**src/common/pcc_pkg.sv**
```systemverilog
// package of constants and types for the pcm companding codec block
package pcc_pkg;

    // ------------------------------------------------------------------
    // register map (index = printed register number, byte address = 4 x index)
    // ------------------------------------------------------------------
    localparam logic [5:0] PCC_IDX_FMT   = 6'h04;   // interface format
    localparam logic [5:0] PCC_IDX_CMP   = 6'h05;   // companding control
    localparam logic [5:0] PCC_IDX_STAT  = 6'h06;   // last bytes and busy

    // ------------------------------------------------------------------
    // field positions
    // ------------------------------------------------------------------
    localparam int unsigned PCC_WLS_LSB   = 5;      // word_length_select bits 6:5
    localparam int unsigned PCC_OVR_BIT   = 5;      // eight_bit_override
    localparam int unsigned PCC_DACEN_BIT = 4;
    localparam int unsigned PCC_DACAL_BIT = 3;
    localparam int unsigned PCC_ADCEN_BIT = 2;
    localparam int unsigned PCC_ADCAL_BIT = 1;
    localparam int unsigned PCC_BUSY_BIT  = 16;     // status: frame in progress

    // ------------------------------------------------------------------
    // reset values
    // ------------------------------------------------------------------
    localparam logic [1:0]  PCC_WLS_RST   = 2'h0;
    localparam logic [4:0]  PCC_CMP_RST   = 5'h00;  // no companding

    // ------------------------------------------------------------------
    // word lengths in bits
    // ------------------------------------------------------------------
    localparam logic [5:0]  PCC_WL_8      = 6'h08;
    localparam logic [5:0]  PCC_WL_16     = 6'h10;
    localparam logic [5:0]  PCC_WL_20     = 6'h14;
    localparam logic [5:0]  PCC_WL_24     = 6'h18;
    localparam logic [5:0]  PCC_WL_32     = 6'h20;

    // ------------------------------------------------------------------
    // companding constants
    // ------------------------------------------------------------------
    localparam logic [15:0] PCC_MU_BIAS   = 16'h0084;
    localparam logic [15:0] PCC_MU_CLIP   = 16'h7F7B;
    localparam logic [15:0] PCC_MAG_MAX   = 16'h7FFF;
    localparam logic [15:0] PCC_AL_ROUND  = 16'h0008;
    localparam logic [15:0] PCC_AL_SEG    = 16'h0100;
    localparam logic [7:0]  PCC_AL_XOR    = 8'h55;

    // companding control, carried as one unit
    typedef struct packed {
        logic eight_bit_override;
        logic dac_en;
        logic dac_alaw;
        logic adc_en;
        logic adc_alaw;
    } pcc_ctrl_t;

    // serial link frame state
    typedef enum logic [0:0] {
        PCC_IDLE  = 1'b0,
        PCC_SHIFT = 1'b1
    } pcc_state_t;

endpackage : pcc_pkg

```
**src/hw/pcc_codec.sv**
```systemverilog
// pcm serial port with a-law / mu-law compression and expansion, apb registers
`timescale 1ns/100ps
// Behaviour
// - a-law and mu-law, separately per direction
// - compress linear samples to 8 bits, expand back
// - byte is sign, 3-bit exponent, 4-bit mantissa
// - mu-law segment curve, mu 255
// - a-law linear then log, A 87.6
// - override bit forces 8-bit serial words
// - override ignores word length select field
// - control bits 4..1 enable and choose law
module pcc_codec (
    input  wire logic                pclk,
    input  wire logic                presetn,
    input  wire logic                psel,
    input  wire logic                penable,
    input  wire logic                pwrite,
    input  wire logic [7:0]          paddr,
    input  wire logic [31:0]         pwdata,
    output logic      [31:0]         prdata,
    output logic                     pready,
    output logic                     pslverr,
    input  wire logic                link_bclk,
    input  wire logic                link_frame,
    input  wire logic                link_rx_data,
    output logic                     link_tx_data,
    output logic                     link_tx_oe,
    input  wire logic [15:0]         adc_sample,
    output logic      [15:0]         dac_sample,
    output logic                     dac_valid
);
    import pcc_pkg::*;

    // ------------------------------------------------------------------
    // companding functions
    // ------------------------------------------------------------------
    function automatic logic [7:0] mu_compress(input logic [15:0] s);
        logic        sgn;
        logic [15:0] mag;
        logic [2:0]  e;
        sgn = s[15];
        mag = sgn ? 16'(-s) : s;
        if (mag > PCC_MU_CLIP) begin
            mag = PCC_MU_CLIP;
        end
        mag = 16'(mag + PCC_MU_BIAS);
        e = 3'h0;
        for (int i = 1; i < 8; i++) begin
            if (mag[i + 7]) begin
                e = 3'(i);
            end
        end
        // shift widened to four bits: exponents 5..7 would wrap a 3-bit sum
        mu_compress = ~{sgn, e, 4'(mag >> (4'(e) + 4'h3))};
    endfunction : mu_compress

    function automatic logic [7:0] a_compress(input logic [15:0] s);
        logic        sgn;
        logic [15:0] mag;
        logic [11:0] m12;
        logic [2:0]  e;
        sgn = s[15];
        // ones' complement keeps negative steps aligned with the 13-bit grid
        mag = sgn ? ~s : s;
        if (mag > PCC_MAG_MAX) begin
            mag = PCC_MAG_MAX;
        end
        m12 = mag[14:3];                                    // 12-bit magnitude
        e = 3'h0;
        for (int i = 1; i < 8; i++) begin
            if (m12[i + 4]) begin
                e = 3'(i);
            end
        end
        // segment 0 is the linear part, same step as segment 1
        a_compress = {~sgn, e, (e == 3'h0) ? m12[4:1] : 4'(m12 >> e)} ^ PCC_AL_XOR;
    endfunction : a_compress

    function automatic logic [15:0] mu_expand(input logic [7:0] c);
        logic [7:0]  u;
        logic [15:0] t;
        u = ~c;
        t = 16'((16'({u[3:0], 3'b000}) + PCC_MU_BIAS) << u[6:4]);
        mu_expand = u[7] ? 16'(PCC_MU_BIAS - t) : 16'(t - PCC_MU_BIAS);
    endfunction : mu_expand

    function automatic logic [15:0] a_expand(input logic [7:0] c);
        logic [7:0]  a;
        logic [15:0] t;
        a = c ^ PCC_AL_XOR;
        t = 16'(16'({a[3:0], 4'b0000}) + PCC_AL_ROUND);
        if (a[6:4] != 3'h0) begin
            t = 16'((t + PCC_AL_SEG) << (a[6:4] - 3'h1));
        end
        a_expand = a[7] ? t : 16'(-t);
    endfunction : a_expand

    // ------------------------------------------------------------------
    // registers and state
    // ------------------------------------------------------------------
    pcc_ctrl_t   ctrl_q;
    logic [1:0]  wls_q;
    logic [31:0] prdata_q;
    pcc_state_t  state_q;
    logic [5:0]  cnt_q;
    logic [31:0] tx_sh_q;
    logic [31:0] rx_sh_q;
    logic        tx_data_q;
    logic        tx_oe_q;
    logic [15:0] dac_q;
    logic        dac_valid_q;
    logic [7:0]  last_tx_q;
    logic [7:0]  last_rx_q;
    logic [2:0]  sync_q [3];
    logic        bclk_rise;
    logic        bclk_fall;
    logic        frame_s;
    logic        rx_s;
    logic [5:0]  word_length_select;
    logic [31:0] rx_next;
    logic [31:0] rx_aligned;
    logic [7:0]  tx_byte;
    logic        setup;
    logic        access;
    logic        hit;

    // ------------------------------------------------------------------
    // apb slave: zero wait states, read data captured in the setup cycle
    // ------------------------------------------------------------------
    assign setup   = psel & ~penable;
    assign access  = psel & penable;
    assign hit     = (paddr[7:2] == PCC_IDX_FMT) | (paddr[7:2] == PCC_IDX_CMP) | (paddr[7:2] == PCC_IDX_STAT);
    assign pready  = 1'b1;
    assign pslverr = access & ~hit;
    assign prdata  = prdata_q;

    // control registers written at the access edge
    always_ff @(posedge pclk or negedge presetn) begin
        if (!presetn) begin
            ctrl_q <= pcc_ctrl_t'(PCC_CMP_RST);
            wls_q  <= PCC_WLS_RST;
        end else if (access && pwrite && paddr[7:2] == PCC_IDX_CMP) begin
            ctrl_q <= '{pwdata[PCC_OVR_BIT], pwdata[PCC_DACEN_BIT], pwdata[PCC_DACAL_BIT],
                        pwdata[PCC_ADCEN_BIT], pwdata[PCC_ADCAL_BIT]};
        end else if (access && pwrite && paddr[7:2] == PCC_IDX_FMT) begin
            wls_q  <= pwdata[PCC_WLS_LSB +: 2];
        end
    end

    // read mux; unmapped addresses read zero
    always_ff @(posedge pclk or negedge presetn) begin
        if (!presetn) begin
            prdata_q <= 32'h00000000;
        end else if (setup) begin
            prdata_q <= 32'h00000000;
            case (paddr[7:2])
                PCC_IDX_FMT:  prdata_q[PCC_WLS_LSB +: 2] <= wls_q;
                PCC_IDX_CMP:  prdata_q[PCC_OVR_BIT:PCC_ADCAL_BIT] <= ctrl_q;
                PCC_IDX_STAT: prdata_q[PCC_BUSY_BIT:0] <= {state_q == PCC_SHIFT, last_rx_q, last_tx_q};
                default:      prdata_q <= 32'h00000000;
            endcase
        end
    end

    // ------------------------------------------------------------------
    // link pin synchronisers: stage 0 feeds only stage 1
    // ------------------------------------------------------------------
    logic [2:0] pins_in;
    assign pins_in = {link_bclk, link_frame, link_rx_data};

    for (genvar g = 0; g < 3; g++) begin : g_sync
        always_ff @(posedge pclk or negedge presetn) begin
            if (!presetn) begin
                sync_q[g] <= 3'h0;
            end else begin
                sync_q[g] <= {sync_q[g][1:0], pins_in[g]};
            end
        end
    end

    // bclk edges found from stages 1 and 2; frame and data read at stage 1
    assign bclk_rise = sync_q[2][1] & ~sync_q[2][2];
    assign bclk_fall = ~sync_q[2][1] & sync_q[2][2];
    assign frame_s   = sync_q[1][1];
    assign rx_s      = sync_q[0][1];

    // override wins over the word length field
    always_comb begin
        if (ctrl_q.eight_bit_override) begin
            word_length_select = PCC_WL_8;
        end else begin
            case (wls_q)
                2'h0:    word_length_select = PCC_WL_16;
                2'h1:    word_length_select = PCC_WL_20;
                2'h2:    word_length_select = PCC_WL_24;
                default: word_length_select = PCC_WL_32;
            endcase
        end
    end

    // compressed byte for transmit, law per adc select
    assign tx_byte    = ctrl_q.adc_alaw ? a_compress(adc_sample) : mu_compress(adc_sample);
    assign rx_next    = {rx_sh_q[30:0], rx_s};
    assign rx_aligned = rx_next << (6'(PCC_WL_32 - word_length_select));  // word msb to bit 31

    // ------------------------------------------------------------------
    // frame engine: start on a bclk rise with frame high, drive on fall,
    // sample on rise; word_length_select is read live, so change it only between frames
    // ------------------------------------------------------------------
    always_ff @(posedge pclk or negedge presetn) begin
        if (!presetn) begin
            state_q   <= PCC_IDLE;
            cnt_q     <= 6'h00;
            tx_sh_q   <= 32'h00000000;
            rx_sh_q   <= 32'h00000000;
            tx_data_q <= 1'b0;
            tx_oe_q   <= 1'b0;
            last_tx_q <= 8'h00;
        end else begin
            case (state_q)
                PCC_IDLE: begin
                    if (bclk_rise && frame_s) begin
                        state_q <= PCC_SHIFT;
                        cnt_q   <= word_length_select;
                        rx_sh_q <= 32'h00000000;
                        tx_oe_q <= 1'b1;
                        last_tx_q <= tx_byte;
                        // compress just before serialising
                        tx_sh_q <= ctrl_q.adc_en ? {tx_byte, 24'h000000} : {adc_sample, 16'h0000};
                    end
                end
                PCC_SHIFT: begin
                    if (bclk_fall) begin
                        tx_data_q <= tx_sh_q[31];
                        tx_sh_q   <= {tx_sh_q[30:0], 1'b0};
                    end
                    if (bclk_rise) begin
                        rx_sh_q <= rx_next;
                        cnt_q   <= 6'(cnt_q - 6'h01);
                        if (cnt_q == 6'h01) begin
                            state_q <= PCC_IDLE;
                            tx_oe_q <= 1'b0;
                        end
                    end
                end
                default: state_q <= PCC_IDLE;
            endcase
        end
    end

    // received word delivered on the last sampling edge, expanded if enabled
    always_ff @(posedge pclk or negedge presetn) begin
        if (!presetn) begin
            dac_q       <= 16'h0000;
            dac_valid_q <= 1'b0;
            last_rx_q   <= 8'h00;
        end else begin
            dac_valid_q <= 1'b0;
            if (state_q == PCC_SHIFT && bclk_rise && cnt_q == 6'h01) begin
                dac_valid_q <= 1'b1;
                last_rx_q   <= rx_aligned[31:24];
                if (ctrl_q.dac_en) begin
                    dac_q <= ctrl_q.dac_alaw ? a_expand(rx_aligned[31:24])
                                             : mu_expand(rx_aligned[31:24]);
                end else begin
                    dac_q <= rx_aligned[31:16];
                end
            end
        end
    end

    assign link_tx_data = tx_data_q;
    assign link_tx_oe   = tx_oe_q;
    assign dac_sample   = dac_q;
    assign dac_valid    = dac_valid_q;

endmodule : pcc_codec

```
**config.mk**
```make
export PLATFORM = sky130hd
export DESIGN_NAME = pcc_codec
export DESIGN_NICKNAME = d
export VERILOG_FILES = /design/src/common/pcc_pkg.sv /design/src/hw/pcc_codec.sv
export SDC_FILE = /design/constraint.sdc
export NUM_CORES = 1
export LEC_CHECK = 0
export BUFFER_PORTS_ARGS = -buffer_cell sky130_fd_sc_hd__buf_4
export CAP_MARGIN = 20
export CORE_ASPECT_RATIO = 0.5
export CORE_MARGIN = 4
export CORE_UTILIZATION = 45
export CTS_CLUSTER_DIAMETER = 40
export DETAILED_ROUTE_END_ITERATION = 8
export HOLD_SLACK_MARGIN = 0.03
export MAX_ROUTING_LAYER = met4
export PLACE_DENSITY = 0.74
export SYNTH_ARGS = -nofsm -noshare
export SYNTH_HDL_FRONTEND = slang
export SYNTH_SLANG_ARGS = --single-unit
```
**constraint.sdc**
```tcl
create_clock -name pclk -period 9.8 [get_ports pclk]
set_input_delay 0.49 -clock pclk [delete_from_list [all_inputs] [get_ports pclk]]
set_output_delay 0.49 -clock pclk [all_outputs]
set_load 0.005 [all_outputs]
```
# == Word level (Yosys, flattened, before mapping) ==
# Cells that the tools add are included.
# classes
addsub,12
order_cmp,2
n_eq_ne,10
shifts,5
muxes,53
bitwise,19
reduce_logical,15
# op_table
operator,count
$mux W16,10
$mux W32,3
$pmux W32 S2,1
$mux W31,2
$pmux W31 S2,1
$mux W3,12
$gt A16 B15 Y1 const B,2
$neg A16 Y16,2
$shl A32 B6 Y32,1
$eq A6 B3 Y1 const B,3
$mux W6,3
$pmux W6 S3,1
$add A16 B8 Y16 const B,1
$not A16 Y16,1
$not A8 Y8,2
$shl A10 B3 Y16,1
$shl A9 B3 Y16,1
$shr A16 B4 Y4,1
$sub A16 B8 Y16 const B,1
$sub A8 B16 Y16 const A,1
$mux W15,1
$pmux W6 S2,1
$shr A12 B3 Y4,1
$add A9 B9 Y10 const B,1
other kinds (28),62
# word_totals
register_bits,136
output_inout_bits,53
wordCells,136

# == Depth between registers and ports, before layout ==
# depth
ltp_word,19
ltp_mapped,24
depth_no_buf,21

# == Worst setup path before layout ==
# Ideal clock, no wire load.
# synth_path
kind,reg-to-reg
startpoint,register wls_q[0]
endpoint,register dac_q[15] (netlist: dac_sample[15])
setup_time_ps,95
t_arrival_ps,4941
required_ps,9705
setup_slack_ps,4763
stages_incl_launch_ff,23
n_path_buf,6
synth_period_minus_slack_ps,5037
path_cell_list,dfrtp_1 > buf_4 > nor3b_2 > inv_2 > buf_1 > ha_1 > xnor2_1 > mux4_2 > buf_2 > buf_2 > buf_1 > ha_1 > clkbuf_1 > a21oi_1 > nor2_1 > ha_1 > o21ai_0 > nor3_1 > nand3_1 > or2_1 > a21oi_1 > nor3_1 > o31ai_1
# synth_between
elab_chain_len,16
# synth_rtl
element,line,text
"start, declared",pcc_codec.sv:102,logic [1:0] wls_q;
"start signal, assigned",pcc_codec.sv:146,wls_q <= pwdata[PCC_WLS_LSB +: 2];
$eq A2 B2 Y1 (tied with other cells),pcc_codec.sv:192,case (wls_q)
$pmux W6 S3 *,pcc_codec.sv:192,
$mux W6 *,pcc_codec.sv:189,if (ctrl_q.eight_bit_override) begin
$sub A6 B6 Y6 *,pcc_codec.sv:204,assign rx_aligned = rx_next << (6'(PCC_WL_32 - word_length_select));
$shl A32 B6 Y32 *,pcc_codec.sv:204,
$not A4 Y4 (no source line),-,
$add A8 B4 Y9,pcc_codec.sv:91,"t = 16'(16'({a[3:0], 4'b0000}) + PCC_AL_ROUND);"
$add A9 B9 Y10,pcc_codec.sv:93,t = 16'((t + PCC_AL_SEG) << (a[6:4] - 3'h1));
$shl A10 B3 Y16,pcc_codec.sv:93,
$mux W16,pcc_codec.sv:92,if (a[6:4] != 3'h0) begin
$mux W16,pcc_codec.sv:262,if (ctrl_q.dac_en) begin
$mux W16,pcc_codec.sv:259,if (state_q == PCC_SHIFT && bclk_rise && cnt_q == 6'h01) begin
$neg A16 Y16,pcc_codec.sv:95,a_expand = a[7] ? t : 16'(-t);
$mux W16,pcc_codec.sv:95,
$mux W16,pcc_codec.sv:263,dac_q <= ctrl_q.dac_alaw ? a_expand(rx_aligned[31:24])
$mux W16 *,pcc_codec.sv:262,
"end signal, assigned",pcc_codec.sv:263,
"end signal, assigned",pcc_codec.sv:266,dac_q <= rx_aligned[31:16];
"end, declared",pcc_codec.sv:110,logic [15:0] dac_q;
# Mark *: on every way between the ends. The rest lies on a longest branch, timed or not. The select of a mux whose other input is x is not followed.
# A chain may end at the register's enable or synchronous reset.

# == Worst setup path in the final report ==
# layout_path
startpoint,register wls_q[1]
endpoint,register dac_q[6] (netlist: dac_sample[6])
# The elaborated chain is that of the path after synthesis.

==> flow_summary.ini <==
[yosys]
synth_edf_count = 0
synth-warning-count = 0
seq_area_frac_synth = 0.3032
synth_top_flop_cell = dfrtp_1
ys_seq_elements = 120
syn_inst = 1208
avgSynthCellArea_sq_um = 8.198
ys_types = 103
synth_area_sq_mm = 0.009903
async_reset_ff_frac = 1.000

[global_routing]
grt_pass1_wl_microns = 47020
grt_max_degree = 81
antenna_found_initial = 0
grt_pass1_vias = 9089
grt.overflow.total = 0
gr-usage-all-layers = 0.2397

[clock_tree]
numClockSinks = 120
cts_tree = done
numCtsBuffers = 17
post_cts_buffers = 0
cts-root-buf = clkbuf_16
ctsResizeCount = 0
h-tree-depth = 4
insertion_delay_ps = 420
cts_buffer_depth = 2
cts.clk_slew.worst_paths_ps = 60
hold_buffers = 0

[critical_path]
crit_cells = 16
cp_max_fo = 32
worstPathCellList = nor3b_4 -> buf_4 -> inv_2 -> ha_1 -> clkinv_1 -> mux4_2 -> ha_1 -> nand3b_1 -> a32oi_1 -> o22ai_1 -> nor4_1 -> nand2b_1 -> xnor2_1 -> o211ai_1 -> o21ai_0 -> mux2_2
crit_path_start_kind = flop
cp.required_ps = 10100
critPathMaxStageDelay_ps = 750
cpLargestDelayFamily = adder cells
timing.rr.start = wls_q[1]
crit_top_cell = ha_1
crit_slowest_cell = ha_1
rrSetupSlack_ps = 3450
rr_worst_depth = 16
worstReg2RegEnd = dac_sample[6]
critPathKind = flop to flop
cp-end-kind = flop
crit_buf_inv = 3
arrival_ps = 6650

[place]
hpwl_microns = 20570
portBuffers = 72
routabilityCongestion = 0.9682

[final_layout]
area_delta_synth_final_pct = 12.09
nets = 1294
drive_gt1_frac = 0.1538
final_common_cell = nand2_1
antennaDiodeCount = 0
fillers = 2055
fin_util = 0.5131
layout_common_cells = nand2_1, dfrtp_1, o21ai_0

[power_and_ir_drop]
p_per_area_mw_per_mm2 = 201.8
pwr-share-seq = 0.319
p_int_mw = 1.376
power.leakage_nw = 4.584
irDropWorstVdd_mv = 0.1365
p_sw_frac = 0.3857
power_switching_uw = 864.0
p_clk_frac = 0.276
combPwrFrac = 0.405

[status]
status = finished, final reports clean

[floorplanning]
die_area_sq_mm = 0.02459
rows = 38
die_height_microns = 112.9
coreArea_sq_mm = 0.02163
io_pins = 117
die_x_microns = 217.8
start_util = 0.4578

[detailed_routing]
routedWlPerCell_microns = 18.65
drt-vias-per-instance = 6.179
drc = 0
routed.top_layer = met4
wl_microns = 28520
first_pass_iters = 5
route.met3.wl_microns = 1707
via_count = 9448
wl_met2_microns = 13890
wl_met1_microns = 12330
antenna_left = 0
first_iter_violations = 907

[timing]
drv_slew = 0
max_slew.worst_pin.slew_ps = 1049
min_period_over_period = 0.6477
skew_ps = 11.68
hold_viol = 0
max_freq_mhz = 157.5
finalCriticalPeriod_ps = 6348
rsz0062_at_grt = no
setup_viol = 0
final.setup.tns_ps = 0
slew_headroom = 0.2979

[flow_run]
drv_cap = 0

[worst_hold_path]
hp-class = input port to asynchronous set/reset pin
-- flip-flops by register name (all words and copies together) (netlist names) --
name / flops
state_q: 1
frame_s: 1
last_tx_q: 8
rx_next: 1
last_rx_q: 8
link_tx_oe: 1
dac_sample: 16
rx_sh_q: 31
prdata: 17
ctrl_q: 5
cnt_q: 6
link_tx_data: 1
tx_sh_q: 16
sync_q: 5
wls_q: 2
dac_valid: 1
-- cell usage after synthesis (all sizes together) (12+ instances only) --
cell type	n	share of area
buf	47	0.030
nand3	34	0.018
a211oi	15	0.012
and2	14	0.0091
xnor2	31	0.028
dfrtp	120	0.30
o22ai	15	0.0095
ha	13	0.016
o211ai	12	0.011
a21oi	94	0.049
clkbuf	64	0.024
inv	32	0.012
mux4	12	0.027
a22o	35	0.031
mux2	13	0.015
mux2i	27	0.029
nand2b	18	0.011
o21ai	106	0.054
nand2	148	0.056
a31oi	21	0.013
nor3	31	0.016
o31ai	16	0.014
xor2	13	0.012
nor2	91	0.034
nor4	13	0.012
-- per-stage QoR --
stage                     cell area (sq um)  std cells  power, mW  hold WS, ps  setup slack (ps)
after detailed placement              10480       1496      1.611        334.7              3621
final                                 11100       1529      2.240        48.81              3452
after global placement                10450       1495      1.584        333.5              3746
after CTS                             11070       1527      2.234        57.64              3593
after global routing                  11100       1529      2.385        85.09              2904
after floorplan                        9956       1222      1.356        194.4              4763
-- how the worst max path moves through the flow --
stage / startpoint / end / slack (ps)
after floorplan: wls_q[0] / dac_sample[15] / 4760
after global placement: wls_q[1] / dac_sample[9] / 3750
after detailed placement: wls_q[1] / dac_sample[15] / 3620
after CTS: wls_q[1] / dac_sample[15] / 3590
after global routing: wls_q[1] / dac_sample[15] / 2900
final: wls_q[1] / dac_sample[6] / 3450
-- cell type report --
class                   instances  area, sq um  area share
multi-input cells             957         6312      0.5686
repair buffers                 87        693.2     0.06244
clock inverters                10        118.9     0.01071
well taps                     300        375.4     0.03381
clock buffers                  21        470.5     0.04238
inverters                      34        127.6     0.01150
flip-flops and latches        120         3003      0.2705
-- per-layer routing --
layer	global-route usage	vias up
met2	0.3935	344
met4	0.07026	0
met1	0.3145	4584
met3	0.03112	53
li1	-	4467
met5	-	-
-- power groups by stage --
stage               clock network, mW  logic [mW]  registers (mW)
floorplan                           0       0.673           0.683
global placement                    0       0.872           0.713
detailed placement                  0       0.894           0.717
CTS                             0.624       0.899           0.710
global route                    0.648        1.01           0.728
finish                          0.618       0.908           0.714
-- cells by family (layout without fill, tap and decap cells) --
| family | Yosys count | count (layout) | share of synthesized area |
|---|---|---|---|
| compound gates | 420 | 420 | 0.2964 |
| xor+xnor | 44 | 44 | 0.04043 |
| fa+ha+maj | 13 | 13 | 0.01642 |
| buf+inv | 145 | 152 | 0.06721 |
| flops | 120 | 120 | 0.3032 |
| mux | 52 | 52 | 0.07063 |
| other cells | 2 | 16 | 0.0007583 |
| simple gates | 412 | 412 | 0.2049 |
-- worst register-to-register path: stages (launching register included) --
cell and delay (ps):
dfrtp_1 520, nor3b_4 230, buf_4 330, inv_2 240, ha_1 750, clkinv_1 620
mux4_2 750, ha_1 610, nand3b_1 280, a32oi_1 260, o22ai_1 150, nor4_1 440
nand2b_1 190, xnor2_1 80, o211ai_1 220, o21ai_0 230, mux2_2 340
Power figures use the tool's default switching activity.
